--- src/timer_pkg.sv ---
package timer_pkg;

  // ---------------------------------------------------------------------------
  // Structure
  // ---------------------------------------------------------------------------
  localparam int          NUM_CH       = 2;
  localparam int          ADDR_W       = 8;

  // ---------------------------------------------------------------------------
  // Register byte offsets
  // ---------------------------------------------------------------------------
  localparam logic [7:0]  OFS_TSC      = 8'h00;  // timer_status_control
  localparam logic [7:0]  OFS_CNT      = 8'h04;  // counter_value
  localparam logic [7:0]  OFS_MOD      = 8'h08;  // counter_modulo
  localparam logic [7:0]  OFS_CH_BASE  = 8'h10;  // first channel block
  localparam logic [7:0]  CH_STRIDE    = 8'h10;
  localparam logic [7:0]  OFS_CH_SC    = 8'h00;  // channel_status_control
  localparam logic [7:0]  OFS_CH_VH    = 8'h04;  // channel_value_high
  localparam logic [7:0]  OFS_CH_VL    = 8'h08;  // channel_value_low

  // ---------------------------------------------------------------------------
  // Field positions
  // ---------------------------------------------------------------------------
  localparam int          TSC_PS_LSB   = 0;      // prescale, 3 bits
  localparam int          TSC_CS_LSB   = 3;      // clock_source_select, 2 bits
  localparam int          TSC_CENTER_ALIGNED_PWM_BIT = 5;      // center_pwm_select
  localparam int          SC_ELS_LSB   = 2;      // edge_level_select, 2 bits
  localparam int          SC_MS_LSB    = 4;      // channel_mode_select, 2 bits
  localparam int          SC_IE_BIT    = 6;
  localparam int          SC_FLAG_BIT  = 7;      // channel_event_flag

  // ---------------------------------------------------------------------------
  // Encodings and reset values
  // ---------------------------------------------------------------------------
  localparam logic [1:0]  CS_OFF       = 2'h0;
  localparam logic [1:0]  CS_BUS       = 2'h1;
  localparam logic [1:0]  CS_FIXED     = 2'h2;
  localparam logic [1:0]  CS_EXT       = 2'h3;
  localparam logic [1:0]  ELS_OFF      = 2'h0;
  localparam logic [15:0] CNT_FREE_TOP = 16'hFFFF;
  localparam logic [15:0] VAL_RESET    = 16'h0000;
  localparam logic [7:0]  TSC_RESET    = 8'h00;
  localparam logic [7:0]  SC_RESET     = 8'h00;

  typedef enum {M_CAPTURE, M_COMPARE, M_EDGE_ALIGNED_PWM, M_CENTER_ALIGNED_PWM} ch_mode_type;

endpackage : timer_pkg

--- src/timer_channel_capture_pwm.sv ---
// Design decisions made here: the address map and the Avalon-MM slave port.
`timescale 1ns/1ps
// Function
// [RULE1] Edge select 00 releases the pin.
// [RULE2] Mode 00 captures on selected edges.
// [RULE3] Mode 01 toggles, clears or sets on match.
// [RULE4] Mode 1X gives edge-aligned PWM.
// [RULE5] Center select forces center-aligned PWM everywhere.
// [RULE6] Reset clears both channel value bytes.
// [RULE7] Capture mode byte read latches other byte.
// [RULE8] Status/control write resets coherency latches.
// [RULE9] Value writes ignored in capture mode.
// [RULE10] Debug freezes read latch, returns live bytes.
// [RULE11] Compare/PWM writes buffer until both bytes.
// [RULE12] Clock off: transfer on second byte.
// [RULE13] Compare: transfer at next counter change.
// [RULE14] PWM: transfer at modulo minus one.
// [RULE15] Debug writes go straight to active register.
// [RULE16] One shared 16-bit counter with modulo.
// [RULE17] Center select makes counter count up/down.
// [RULE18] Clock source selects none, bus, fixed.
// [RULE19] Clock source resets to off.
// [RULE20] Stopping clock keeps all register contents.
// [RULE21] Source 11 uses synchronized channel pin.
// [RULE22] Flag on capture or match, not 0/100%.
// [RULE23] Pins synchronized before edge detection.
module timer_channel_capture_pwm (
  input  wire logic                                    clk_i,           // 250 MHz clock
  input  wire logic                                    nrst_i,          // sync reset, low
  input  wire logic [timer_pkg::ADDR_W-1:0]            address_i,       // byte address
  input  wire logic                                    read_i,          // read request
  input  wire logic                                    write_i,         // write request
  input  wire logic [31:0]                             writedata_i,     // write data
  input  wire logic [3:0]                              byteenable_i,    // byte lanes
  output logic      [31:0]                             readdata_o,      // read data
  output logic                                         waitrequest_o,   // stall, high
  input  wire logic                                    debug_active_i,  // background debug
  input  wire logic                                    fixed_tick_i,    // fixed clock enable
  input  wire logic [timer_pkg::NUM_CH-1:0]            ch_pin_i,        // channel pins in
  output logic      [timer_pkg::NUM_CH-1:0]            ch_pin_o,        // channel pins out
  output logic      [timer_pkg::NUM_CH-1:0]            ch_pin_oe_o      // pin drive enable
);

  localparam int N = timer_pkg::NUM_CH;

  // ---------------------------------------------------------------------------
  // Helpers
  // ---------------------------------------------------------------------------
  function automatic timer_pkg::ch_mode_type decode_mode(input logic center_aligned_pwm,
                                                         input logic [1:0] ms);
    if (center_aligned_pwm)
      return timer_pkg::M_CENTER_ALIGNED_PWM;                                          // [RULE5]
    else if (ms[1])
      return timer_pkg::M_EDGE_ALIGNED_PWM;                                          // [RULE4]
    else if (ms[0])
      return timer_pkg::M_COMPARE;                                       // [RULE3]
    else
      return timer_pkg::M_CAPTURE;                                       // [RULE2]
  endfunction : decode_mode

  function automatic logic hit(input logic [7:0] a, input logic [7:0] ofs);
    return a == ofs;
  endfunction : hit

  // ---------------------------------------------------------------------------
  // State
  // ---------------------------------------------------------------------------
  logic [7:0]  tsc_reg;
  logic [15:0] cnt_reg;
  logic        dir_up_reg;
  logic [15:0] mod_reg;
  logic [6:0]  presc_reg;
  logic [7:0]  sc_reg    [N];
  logic [15:0] val_reg   [N];
  logic [15:0] wbuf_reg  [N];
  logic [1:0]  wdone_reg [N];
  logic        pend_reg  [N];
  logic [1:0]  rstate_reg[N];
  logic [7:0]  rbuf_reg  [N];
  logic        arm_reg   [N];
  logic [N-1:0] sync1_reg;
  logic [N-1:0] sync2_reg;
  logic [N-1:0] sync3_reg;
  logic        wait_reg;
  logic [31:0] rdata_reg;
  logic [N-1:0] pin_reg;
  logic [N-1:0] oe_reg;

  // ---------------------------------------------------------------------------
  // Bus decode
  // ---------------------------------------------------------------------------
  logic        rd_go;
  logic        wr_go;
  logic [7:0]  ch_ofs [N];
  assign rd_go = read_i && wait_reg;
  assign wr_go = write_i && wait_reg && byteenable_i[0];

  always_comb
  begin
    for (int n = 0; n < N; n++)
      ch_ofs[n] = 8'(address_i - timer_pkg::OFS_CH_BASE - 8'(n) * timer_pkg::CH_STRIDE);
  end

  // ---------------------------------------------------------------------------
  // Counter
  // ---------------------------------------------------------------------------
  logic [1:0]  cs;
  logic        center_aligned_pwm;
  logic [15:0] term;
  logic        src_tick;
  logic        cnt_tick;
  logic [15:0] cnt_nx;
  logic        dir_nx;
  logic        wrap;
  logic        ext_rise;
  assign cs       = tsc_reg[timer_pkg::TSC_CS_LSB +: 2];
  assign center_aligned_pwm     = tsc_reg[timer_pkg::TSC_CENTER_ALIGNED_PWM_BIT];
  assign term     = (mod_reg == 16'h0000) ? timer_pkg::CNT_FREE_TOP : mod_reg;  // [RULE16]
  assign ext_rise = sync2_reg[0] && !sync3_reg[0];                        // [RULE21]

  always_comb
  begin
    unique case (cs)                                                     // [RULE18]
      timer_pkg::CS_OFF:   src_tick = 1'b0;
      timer_pkg::CS_BUS:   src_tick = 1'b1;
      timer_pkg::CS_FIXED: src_tick = fixed_tick_i;
      timer_pkg::CS_EXT:   src_tick = ext_rise;                          // [RULE21]
    endcase
  end

  // The counter is frozen while debug is active, so captures taken then latch a still value.
  assign cnt_tick = src_tick && !debug_active_i &&
                    (presc_reg == 7'((8'h01 << tsc_reg[timer_pkg::TSC_PS_LSB +: 3]) - 8'h01));

  always_comb
  begin
    dir_nx = dir_up_reg;
    wrap   = 1'b0;
    if (!center_aligned_pwm)
    begin
      dir_nx = 1'b1;
      if (cnt_reg == term)
      begin
        cnt_nx = 16'h0000;
        wrap   = 1'b1;
      end
      else
        cnt_nx = cnt_reg + 16'h0001;
    end
    else if (dir_up_reg)                                                 // [RULE17]
    begin
      if (cnt_reg == term)
      begin
        cnt_nx = cnt_reg - 16'h0001;
        dir_nx = 1'b0;
      end
      else
        cnt_nx = cnt_reg + 16'h0001;
    end
    else if (cnt_reg == 16'h0000)
    begin
      cnt_nx = 16'h0001;
      dir_nx = 1'b1;
    end
    else
      cnt_nx = cnt_reg - 16'h0001;
  end

  always_ff @(posedge clk_i)
  begin
    if (!nrst_i)
      tsc_reg <= timer_pkg::TSC_RESET;                                   // [RULE19]
    else if (wr_go && hit(address_i, timer_pkg::OFS_TSC))
      tsc_reg <= {2'h0, writedata_i[5:0]};                               // [RULE20]
  end

  always_ff @(posedge clk_i)
  begin
    if (!nrst_i)
      mod_reg <= 16'h0000;
    else if (wr_go && hit(address_i, timer_pkg::OFS_MOD) && byteenable_i[1])
      mod_reg <= writedata_i[15:0];
  end

  // Stopping the clock only halts these updates; no value is cleared.
  always_ff @(posedge clk_i)
  begin
    if (!nrst_i)
    begin
      cnt_reg    <= 16'h0000;
      dir_up_reg <= 1'b1;
      presc_reg  <= 7'h00;
    end
    else if (wr_go && hit(address_i, timer_pkg::OFS_CNT))
    begin
      cnt_reg    <= 16'h0000;
      dir_up_reg <= 1'b1;
      presc_reg  <= 7'h00;
    end
    else if (cnt_tick)                                                   // [RULE16]
    begin
      cnt_reg    <= cnt_nx;
      dir_up_reg <= dir_nx;
      presc_reg  <= 7'h00;
    end
    else if (src_tick && !debug_active_i)
      presc_reg  <= presc_reg + 7'h01;                                   // [RULE20]
  end

  // ---------------------------------------------------------------------------
  // Pin synchronizers
  // ---------------------------------------------------------------------------
  always_ff @(posedge clk_i)
  begin
    if (!nrst_i)
    begin
      sync1_reg <= '0;
      sync2_reg <= '0;
      sync3_reg <= '0;
    end
    else
    begin
      sync1_reg <= ch_pin_i;                                             // [RULE23]
      sync2_reg <= sync1_reg;
      sync3_reg <= sync2_reg;
    end
  end

  // ---------------------------------------------------------------------------
  // Channel events
  // ---------------------------------------------------------------------------
  timer_pkg::ch_mode_type mode [N];
  logic [1:0] els     [N];
  logic       cap_ev  [N];
  logic       match   [N];
  logic       flag_ev [N];

  always_comb
  begin
    for (int n = 0; n < N; n++)
    begin
      mode[n]    = decode_mode(center_aligned_pwm, sc_reg[n][timer_pkg::SC_MS_LSB +: 2]);
      els[n]     = sc_reg[n][timer_pkg::SC_ELS_LSB +: 2];
      cap_ev[n]  = (mode[n] == timer_pkg::M_CAPTURE) &&                  // [RULE2]
                   ((els[n][0] && sync2_reg[n] && !sync3_reg[n]) ||
                    (els[n][1] && !sync2_reg[n] && sync3_reg[n]));
      match[n]   = cnt_tick && (mode[n] != timer_pkg::M_CAPTURE) && (cnt_nx == val_reg[n]);
      flag_ev[n] = cap_ev[n] ||                                          // [RULE22]
                   (match[n] && ((mode[n] == timer_pkg::M_COMPARE) ||
                    ((val_reg[n] != 16'h0000) && (val_reg[n] <= term))));
    end
  end

  // ---------------------------------------------------------------------------
  // Channel status/control and flag clearing
  // ---------------------------------------------------------------------------
  always_ff @(posedge clk_i)
  begin
    for (int n = 0; n < N; n++)
    begin
      if (!nrst_i)
      begin
        sc_reg[n]  <= timer_pkg::SC_RESET;
        arm_reg[n] <= 1'b0;
      end
      else
      begin
        // A new event disarms the clear so a pending request is never lost.
        if (flag_ev[n])
          arm_reg[n] <= 1'b0;
        else if (rd_go && hit(ch_ofs[n], timer_pkg::OFS_CH_SC) &&
                 sc_reg[n][timer_pkg::SC_FLAG_BIT])
          arm_reg[n] <= 1'b1;
        else if (wr_go && hit(ch_ofs[n], timer_pkg::OFS_CH_SC))
          arm_reg[n] <= 1'b0;
        if (wr_go && hit(ch_ofs[n], timer_pkg::OFS_CH_SC))
          sc_reg[n][6:0] <= writedata_i[6:0];
        if (flag_ev[n])
          sc_reg[n][timer_pkg::SC_FLAG_BIT] <= 1'b1;                     // [RULE22]
        else if (wr_go && hit(ch_ofs[n], timer_pkg::OFS_CH_SC) && arm_reg[n] &&
                 !writedata_i[timer_pkg::SC_FLAG_BIT])
          sc_reg[n][timer_pkg::SC_FLAG_BIT] <= 1'b0;
      end
    end
  end

  // ---------------------------------------------------------------------------
  // Channel value registers and coherency latches
  // ---------------------------------------------------------------------------
  logic wr_hi [N];
  logic wr_lo [N];
  logic rd_hi [N];
  logic rd_lo [N];
  logic sc_wr [N];
  logic xfer  [N];

  always_comb
  begin
    for (int n = 0; n < N; n++)
    begin
      wr_hi[n] = wr_go && hit(ch_ofs[n], timer_pkg::OFS_CH_VH) &&
                 (mode[n] != timer_pkg::M_CAPTURE);                      // [RULE9]
      wr_lo[n] = wr_go && hit(ch_ofs[n], timer_pkg::OFS_CH_VL) &&
                 (mode[n] != timer_pkg::M_CAPTURE);                      // [RULE9]
      rd_hi[n] = rd_go && hit(ch_ofs[n], timer_pkg::OFS_CH_VH);
      rd_lo[n] = rd_go && hit(ch_ofs[n], timer_pkg::OFS_CH_VL);
      sc_wr[n] = wr_go && hit(ch_ofs[n], timer_pkg::OFS_CH_SC);
      if (cs == timer_pkg::CS_OFF)
        xfer[n] = 1'b1;                                                  // [RULE12]
      else if (mode[n] == timer_pkg::M_COMPARE)
        xfer[n] = cnt_tick;                                              // [RULE13]
      else
        xfer[n] = cnt_tick && dir_up_reg && (cnt_reg == term - 16'h0001); // [RULE14]
    end
  end

  always_ff @(posedge clk_i)
  begin
    for (int n = 0; n < N; n++)
    begin
      if (!nrst_i)
      begin
        val_reg[n]    <= timer_pkg::VAL_RESET;                           // [RULE6]
        wbuf_reg[n]   <= timer_pkg::VAL_RESET;
        wdone_reg[n]  <= 2'h0;
        pend_reg[n]   <= 1'b0;
        rstate_reg[n] <= 2'h0;
        rbuf_reg[n]   <= 8'h00;
      end
      else
      begin
        // Pending transfer first; debug writes below may still overwrite a byte.
        if (pend_reg[n] && xfer[n])
        begin
          val_reg[n]  <= wbuf_reg[n];                                    // [RULE11]
          pend_reg[n] <= 1'b0;
        end
        if (cap_ev[n])
          val_reg[n] <= cnt_reg;                                         // [RULE2]
        if (debug_active_i)
        begin
          if (wr_hi[n])
            val_reg[n][15:8] <= writedata_i[7:0];                        // [RULE15]
          if (wr_lo[n])
            val_reg[n][7:0]  <= writedata_i[7:0];                        // [RULE15]
        end
        else if (wr_hi[n] || wr_lo[n])
        begin
          if (wr_hi[n])
            wbuf_reg[n][15:8] <= writedata_i[7:0];                       // [RULE11]
          else
            wbuf_reg[n][7:0]  <= writedata_i[7:0];                       // [RULE11]
          if ((wdone_reg[n] | {wr_hi[n], wr_lo[n]}) == 2'h3)
          begin
            wdone_reg[n] <= 2'h0;
            if (cs == timer_pkg::CS_OFF)
            begin
              pend_reg[n] <= 1'b0;
              val_reg[n]  <= wr_hi[n] ? {writedata_i[7:0], wbuf_reg[n][7:0]}
                                      : {wbuf_reg[n][15:8], writedata_i[7:0]};  // [RULE12]
            end
            else
              pend_reg[n] <= 1'b1;                                       // [RULE11]
          end
          else
            wdone_reg[n] <= wdone_reg[n] | {wr_hi[n], wr_lo[n]};
        end
        // Read latch: 1 holds the low byte, 2 holds the high byte.
        if (sc_wr[n])
        begin
          wdone_reg[n]  <= 2'h0;                                         // [RULE8]
          rstate_reg[n] <= 2'h0;                                         // [RULE8]
        end
        else if (!debug_active_i && (mode[n] == timer_pkg::M_CAPTURE))  // [RULE10]
        begin
          if (rd_hi[n])
          begin
            rstate_reg[n] <= (rstate_reg[n] == 2'h2) ? 2'h0 : 2'h1;      // [RULE7]
            rbuf_reg[n]   <= val_reg[n][7:0];
          end
          else if (rd_lo[n])
          begin
            rstate_reg[n] <= (rstate_reg[n] == 2'h1) ? 2'h0 : 2'h2;      // [RULE7]
            rbuf_reg[n]   <= val_reg[n][15:8];
          end
        end
      end
    end
  end

  // ---------------------------------------------------------------------------
  // Channel pins
  // ---------------------------------------------------------------------------
  always_ff @(posedge clk_i)
  begin
    for (int n = 0; n < N; n++)
    begin
      if (!nrst_i)
      begin
        pin_reg[n] <= 1'b0;
        oe_reg[n]  <= 1'b0;
      end
      else
      begin
        oe_reg[n] <= (els[n] != timer_pkg::ELS_OFF) &&                   // [RULE1]
                     (mode[n] != timer_pkg::M_CAPTURE);
        unique case (mode[n])
          timer_pkg::M_CAPTURE:
            pin_reg[n] <= 1'b0;
          timer_pkg::M_COMPARE:
            if (match[n])
              pin_reg[n] <= (els[n] == 2'h1) ? !pin_reg[n] : els[n][0];  // [RULE3]
          timer_pkg::M_EDGE_ALIGNED_PWM:
            if (match[n])
              pin_reg[n] <= els[n][0];                                   // [RULE4]
            else if (cnt_tick && wrap)
              pin_reg[n] <= !els[n][0];                                  // [RULE4]
          timer_pkg::M_CENTER_ALIGNED_PWM:
            if (cnt_tick)
              pin_reg[n] <= (cnt_nx < val_reg[n]) ^ els[n][0];           // [RULE5]
        endcase
      end
    end
  end

  // ---------------------------------------------------------------------------
  // Avalon-MM slave, one wait state on every access
  // ---------------------------------------------------------------------------
  logic [31:0] rd_mux;

  always_comb
  begin
    rd_mux = 32'h0000_0000;
    if (hit(address_i, timer_pkg::OFS_TSC))
      rd_mux = {24'h0, tsc_reg};
    else if (hit(address_i, timer_pkg::OFS_CNT))
      rd_mux = {16'h0, cnt_reg};
    else if (hit(address_i, timer_pkg::OFS_MOD))
      rd_mux = {16'h0, mod_reg};
    for (int n = 0; n < N; n++)
    begin
      if (hit(ch_ofs[n], timer_pkg::OFS_CH_SC))
        rd_mux = {24'h0, sc_reg[n]};
      else if (hit(ch_ofs[n], timer_pkg::OFS_CH_VH))
        rd_mux = {24'h0, (!debug_active_i && rstate_reg[n] == 2'h2) ?    // [RULE10]
                         rbuf_reg[n] : val_reg[n][15:8]};
      else if (hit(ch_ofs[n], timer_pkg::OFS_CH_VL))
        rd_mux = {24'h0, (!debug_active_i && rstate_reg[n] == 2'h1) ?    // [RULE7]
                         rbuf_reg[n] : val_reg[n][7:0]};
    end
  end

  always_ff @(posedge clk_i)
  begin
    if (!nrst_i)
      wait_reg <= 1'b1;
    else
      wait_reg <= !((read_i || write_i) && wait_reg);
  end

  always_ff @(posedge clk_i)
  begin
    if (!nrst_i)
      rdata_reg <= 32'h0000_0000;
    else if (rd_go)
      rdata_reg <= rd_mux;
  end

  assign readdata_o    = rdata_reg;
  assign waitrequest_o = wait_reg;
  assign ch_pin_o      = pin_reg;
  assign ch_pin_oe_o   = oe_reg;

endmodule : timer_channel_capture_pwm

--- config.mk ---
export PLATFORM = sky130hd
export DESIGN_NAME = timer_channel_capture_pwm
export DESIGN_NICKNAME = d
export VERILOG_FILES = /design/src/timer_pkg.sv /design/src/timer_channel_capture_pwm.sv
export SDC_FILE = /design/constraint.sdc
export NUM_CORES = 1
export LEC_CHECK = 0
export ABC_AREA = 1
export CAP_MARGIN = 20
export CORE_MARGIN = 2
export CORE_UTILIZATION = 54
export DETAILED_ROUTE_END_ITERATION = 10
export DONT_BUFFER_PORTS = 1
export PLACE_DENSITY = 0.79
export SLEW_MARGIN = 10
export SYNTH_ARGS = -nofsm -noshare
export SYNTH_HDL_FRONTEND = slang
export SYNTH_SLANG_ARGS = --single-unit
--- constraint.sdc ---
create_clock -name clk_i -period 11.3 [get_ports clk_i]
set_clock_uncertainty 0.2 [all_clocks]
set_input_delay 0.565 -clock clk_i [delete_from_list [all_inputs] [get_ports clk_i]]
set_output_delay 0.565 -clock clk_i [all_outputs]
set_load 0.03 [all_outputs]
==> flow_summary.html <==
<table>
<tr><th>Metric</th><th>Value</th></tr>
<tr><th colspan="2">Setup path</th></tr>
<tr><td>Peak per-stage delay on the critical path</td><td>0.99 ns</td></tr>
<tr><td>Critical path data arrival time</td><td>5.67 ns</td></tr>
<tr><td>Number of buffer and inverter instances along the worst setup path</td><td>0</td></tr>
<tr><td>Startpoint kind of the worst setup timing path</td><td>flop</td></tr>
<tr><td>Reg2Reg Launch Point</td><td>mod_reg[4]$_SDFFE_PN0P_</td></tr>
<tr><td>Critical setup path kind</td><td>flop to flop</td></tr>
<tr><td>Crit path launch</td><td>mod_reg[4]$_SDFFE_PN0P_</td></tr>
<tr><td>Family of cells with the greatest summed delay on the critical path</td><td>simple AND/OR/NAND/NOR gates</td></tr>
<tr><td>Max stage delay cell, worst path</td><td>a2111oi_0</td></tr>
<tr><td>Kind of end point of the critical path</td><td>flop</td></tr>
<tr><td>Worst path most repeated cell</td><td>nand2_1</td></tr>
<tr><td>Peak fanout along the critical path</td><td>37</td></tr>
<tr><td>Worst path cell trace</td><td>nor2_2, nand2_1, nor2_2, nand2_4, nand2_1, xor2_1, nand4_1, nor2_2, nand2_4, a21oi_4, nand2_4, o21ai_2, ha_1, a21o_1, a2111oi_0, nand2_1, xor2_1, nand2_1, nand3_1, nor2_1, nor2_1</td></tr>
<tr><td>CP Data Required Time</td><td>11.45 ns</td></tr>
<tr><th colspan="2">Final layout</th></tr>
<tr><td>Layout Utilization</td><td>57.34%</td></tr>
<tr><td>Synth-to-Final Area Change</td><td>5.156%</td></tr>
<tr><td>Final #Nets</td><td>2047</td></tr>
<tr><td>Fraction of layout cells with a size suffix above 1</td><td>5.277%</td></tr>
<tr><td>Post-Layout Cell Count</td><td>2283</td></tr>
<tr><th colspan="2">Place</th></tr>
<tr><td>Placer Congestion</td><td>1.035</td></tr>
<tr><td>Number of buffer cells added on primary ports</td><td>0</td></tr>
<tr><td>Placed instance count</td><td>2248</td></tr>
<tr><td>DPL Wire Length</td><td>36.95 mm</td></tr>
<tr><th colspan="2">Clock tree</th></tr>
<tr><td>Post-cts gate resize count</td><td>0</td></tr>
<tr><td>Post-CTS clock slew at the launch and capture registers of the worst setup and hold paths</td><td>0.07 ns</td></tr>
<tr><td>CTS root buffer</td><td>clkbuf_16</td></tr>
<tr><td>Number of setup buffers added after CTS</td><td>0</td></tr>
<tr><td># hold bufs at CTS</td><td>0</td></tr>
<tr><td>Number of clock buffers inserted by TritonCTS</td><td>17</td></tr>
<tr><td>Insertion delay to the later sink of the worst-skew pair</td><td>0.45 ns</td></tr>
<tr><td>Maximum root-to-sink buffer count</td><td>2</td></tr>
<tr><td>Clock sink total</td><td>181</td></tr>
<tr><td>CTS tree</td><td>done</td></tr>
<tr><td>Number of H-tree branching levels</td><td>4</td></tr>
<tr><th colspan="2">GRT</th></tr>
<tr><td>Maximum number of pins on one net before global-route repair</td><td>76</td></tr>
<tr><td>Wire length of the first global-routing pass</td><td>71.77 mm</td></tr>
<tr><td>Number of global-route vias before repair</td><td>11.97k</td></tr>
<tr><td>Initial antenna violation count</td><td>2</td></tr>
<tr><td>All-Layer GR Usage</td><td>36.37%</td></tr>
<tr><td>Gr ovfl total</td><td>0</td></tr>
<tr><th colspan="2">Pwr</th></tr>
<tr><td>Power density cells</td><td>102.9 nW/um^2</td></tr>
<tr><td>Worst vdd ir</td><td>89.98 uV</td></tr>
<tr><td>Total power</td><td>0.001474 W</td></tr>
<tr><td>Leakage power</td><td>6.617 nW</td></tr>
<tr><th colspan="2">Timing</th></tr>
<tr><td>Clock period minus final worst setup slack</td><td>5.524 ns</td></tr>
<tr><td>Total setup violations reported at the end of the flow</td><td>0</td></tr>
<tr><td>Setup TNS after final layout</td><td>0 ns</td></tr>
<tr><td>Period utilisation layout</td><td>48.88%</td></tr>
<tr><td>Final Max Slew Viols</td><td>0</td></tr>
<tr><td>Worst slew pin tran</td><td>1.135 ns</td></tr>
<tr><td>Endpoints failing hold</td><td>0</td></tr>
<tr><td>Unrepaired setup endpoints after global routing</td><td>false</td></tr>
<tr><td>Achievable Freq</td><td>181.0 MHz</td></tr>
<tr><td>Normalized max-slew margin</td><td>22.38%</td></tr>
<tr><th colspan="2">Route</th></tr>
<tr><td>Via count</td><td>13.62k</td></tr>
<tr><td>Starting DRC count in detailed routing</td><td>1794</td></tr>
<tr><td>Met3 wire length</td><td>6.088 mm</td></tr>
<tr><td>DR vias/cell</td><td>5.965</td></tr>
<tr><td>Number of routed nets with antenna violations</td><td>0</td></tr>
<tr><td>Wire length on met1</td><td>19.14 mm</td></tr>
<tr><td>Top routing layer in use</td><td>met5</td></tr>
<tr><td>Routed length per instance</td><td>21.21 microns</td></tr>
<tr><td>Routed WL</td><td>48.42 mm</td></tr>
<tr><td># DRC</td><td>0</td></tr>
<tr><td>Initial DRT Pass Iterations</td><td>8</td></tr>
<tr><td>WL met2</td><td>21.07 mm</td></tr>
<tr><th colspan="2">Die</th></tr>
<tr><td>Die area</td><td>26500 sq um</td></tr>
<tr><td>Width of the chip</td><td>162.8 microns</td></tr>
<tr><td>Vertical die dimension</td><td>162.8 microns</td></tr>
<tr><td>Std-Cell Rows</td><td>58</td></tr>
<tr><td>Core ar.</td><td>24960 sq um</td></tr>
<tr><td># IOs</td><td>89</td></tr>
<tr><td>Initial cell density of the core</td><td>54.53%</td></tr>
<tr><th colspan="2">Logic synthesis</th></tr>
<tr><td>Post-synthesis average cell area</td><td>6.858 sq um</td></tr>
<tr><td>Post-synth EDFFs</td><td>106</td></tr>
<tr><td>Fraction of registers with async set or reset after synthesis</td><td>0%</td></tr>
<tr><td>Post-synthesis sequential area ratio</td><td>34.41%</td></tr>
<tr><td>Main synth FF type</td><td>edfxtp_1</td></tr>
<tr><td>Number of distinct library cells after synthesis</td><td>59</td></tr>
<tr><td>Cell count after synthesis</td><td>1985</td></tr>
<tr><td>Netlist Area Pre-Place</td><td>13610 sq um</td></tr>
<tr><td>Syn. warnings</td><td>0</td></tr>
<tr><td>Register bit count reported by yosys</td><td>181</td></tr>
<tr><th colspan="2">Status</th></tr>
<tr><td>Run status</td><td>finished, final reports clean</td></tr>
<tr><th colspan="2">Worst hold path</th></tr>
<tr><td>Hold Startpoint</td><td>ch_pin_i[0]</td></tr>
<tr><td>Hold WC Path Type</td><td>input pin to flop</td></tr>
<tr><th colspan="2">Flow run</th></tr>
<tr><td>Number of max-cap violations</td><td>0</td></tr>
</table>
## logic make-up after synthesis
group | Yosys count | synth area share [%]
muxes | 6 | 0.5790
AOI/OAI and AO/OA | 383 | 16.08
DFF | 181 | 34.41
and+or+nand+nor | 947 | 30.00
adders and majority gates | 56 | 5.147
buffers and inverters | 371 | 10.96
other | 1 | 0.02755
xor gates and xnor gates | 40 | 2.794
## synthesized netlist by cell type, types with 3 or more instances
| library cell | instances | share of area, % |
|---|---|---|
| a31oi_1 | 10 | 0.46 |
| o211ai_1 | 39 | 2.2 |
| nand2_4 | 4 | 0.33 |
| and2_1 | 3 | 0.14 |
| nand3b_1 | 4 | 0.22 |
| o21bai_1 | 9 | 0.50 |
| o21ai_1 | 15 | 0.55 |
| clkinv_1 | 8 | 0.22 |
| inv_1 | 264 | 7.3 |
| ha_1 | 56 | 5.1 |
| edfxtp_1 | 106 | 23 |
| a211oi_1 | 4 | 0.22 |
| dfxtp_1 | 75 | 11 |
| mux2_2 | 5 | 0.41 |
| inv_2 | 11 | 0.30 |
| o21ai_0 | 160 | 5.9 |
| nor4_1 | 10 | 0.46 |
| nand4_1 | 43 | 2.0 |
| xor2_1 | 33 | 2.1 |
| nor3_1 | 20 | 0.74 |
| nand2_1 | 489 | 13 |
| a21oi_1 | 92 | 3.4 |
| nor2_2 | 9 | 0.41 |
| nand3_2 | 7 | 0.51 |
| nor2_1 | 215 | 5.9 |
| buf_6 | 3 | 0.25 |
| clkbuf_1 | 53 | 1.5 |
| buf_2 | 11 | 0.40 |
| nand2_2 | 6 | 0.28 |
| buf_1 | 4 | 0.11 |
| xnor2_1 | 3 | 0.19 |
| nand3_1 | 122 | 4.5 |
| xor2_2 | 4 | 0.48 |
| nor2_4 | 5 | 0.41 |
| o22ai_1 | 34 | 1.6 |
| buf_4 | 17 | 0.94 |
## layout by cell type, fill, tap and decap left out, drive strengths merged, types with 37 or more instances in the layout
cell and count:
o211ai 39, nand4 43, nand3 129, ha 56
nand2 499, nor2 229, xor2 37, o21ai 177
edfxtp 106, dfxtp 75, a21oi 95, inv 282
## final cells by class
type,instances,area (sq um)
fillers,2426,10650
multi-input cells,1448,7492
flip-flops and latches,181,4684
inverters,283,1062
clock buffers,18,450.4
well taps,330,412.9
clock inverters,14,155.1
repair buffers,8,55.05
diodes,1,2.502
## per-stage QoR
step / setup WS [ns] / area, sq um / hold slack, ns
floorplan: 7.572 / 13670 / 0.1905
global placement: 5.970 / 13700 / 0.1926
detailed placement: 5.940 / 13700 / 0.1997
CTS: 5.930 / 14300 / 0.01236
global route: 5.573 / 14320 / 0.01522
finish: 5.776 / 14320 / 0.01349
## power by group
part	internal, W	switching [W]	total (W)
Clock	0.000328	0.000294	0.000622
Sequential	0.000714	0.0000243	0.000738
Combinational	0.0000277	0.0000859	0.000114
## final timing paths
| check | cells past startpoint | to | slack, ns |
|---|---|---|---|
| setup / recovery | 21 | ch_pin_o[1]$_SDFFE_PN0P_ | 5.78 |
| hold reg to reg | 2 | sync2_reg[0]$_SDFF_PN0_ | 0.22 |
| setup reg to reg | 21 | ch_pin_o[1]$_SDFFE_PN0P_ | 5.78 |
| hold / removal | 2 | sync1_reg[0]$_SDFF_PN0_ | 0.01 |
## metal layers
layer / global-route usage [%] / vias up
li1: - / 6451
met2: 55.89 / 827
met5: 0 / -
met4: 14.40 / 2
met3: 9.626 / 157
met1: 48.87 / 6180
(Power assumes the default switching activity.)
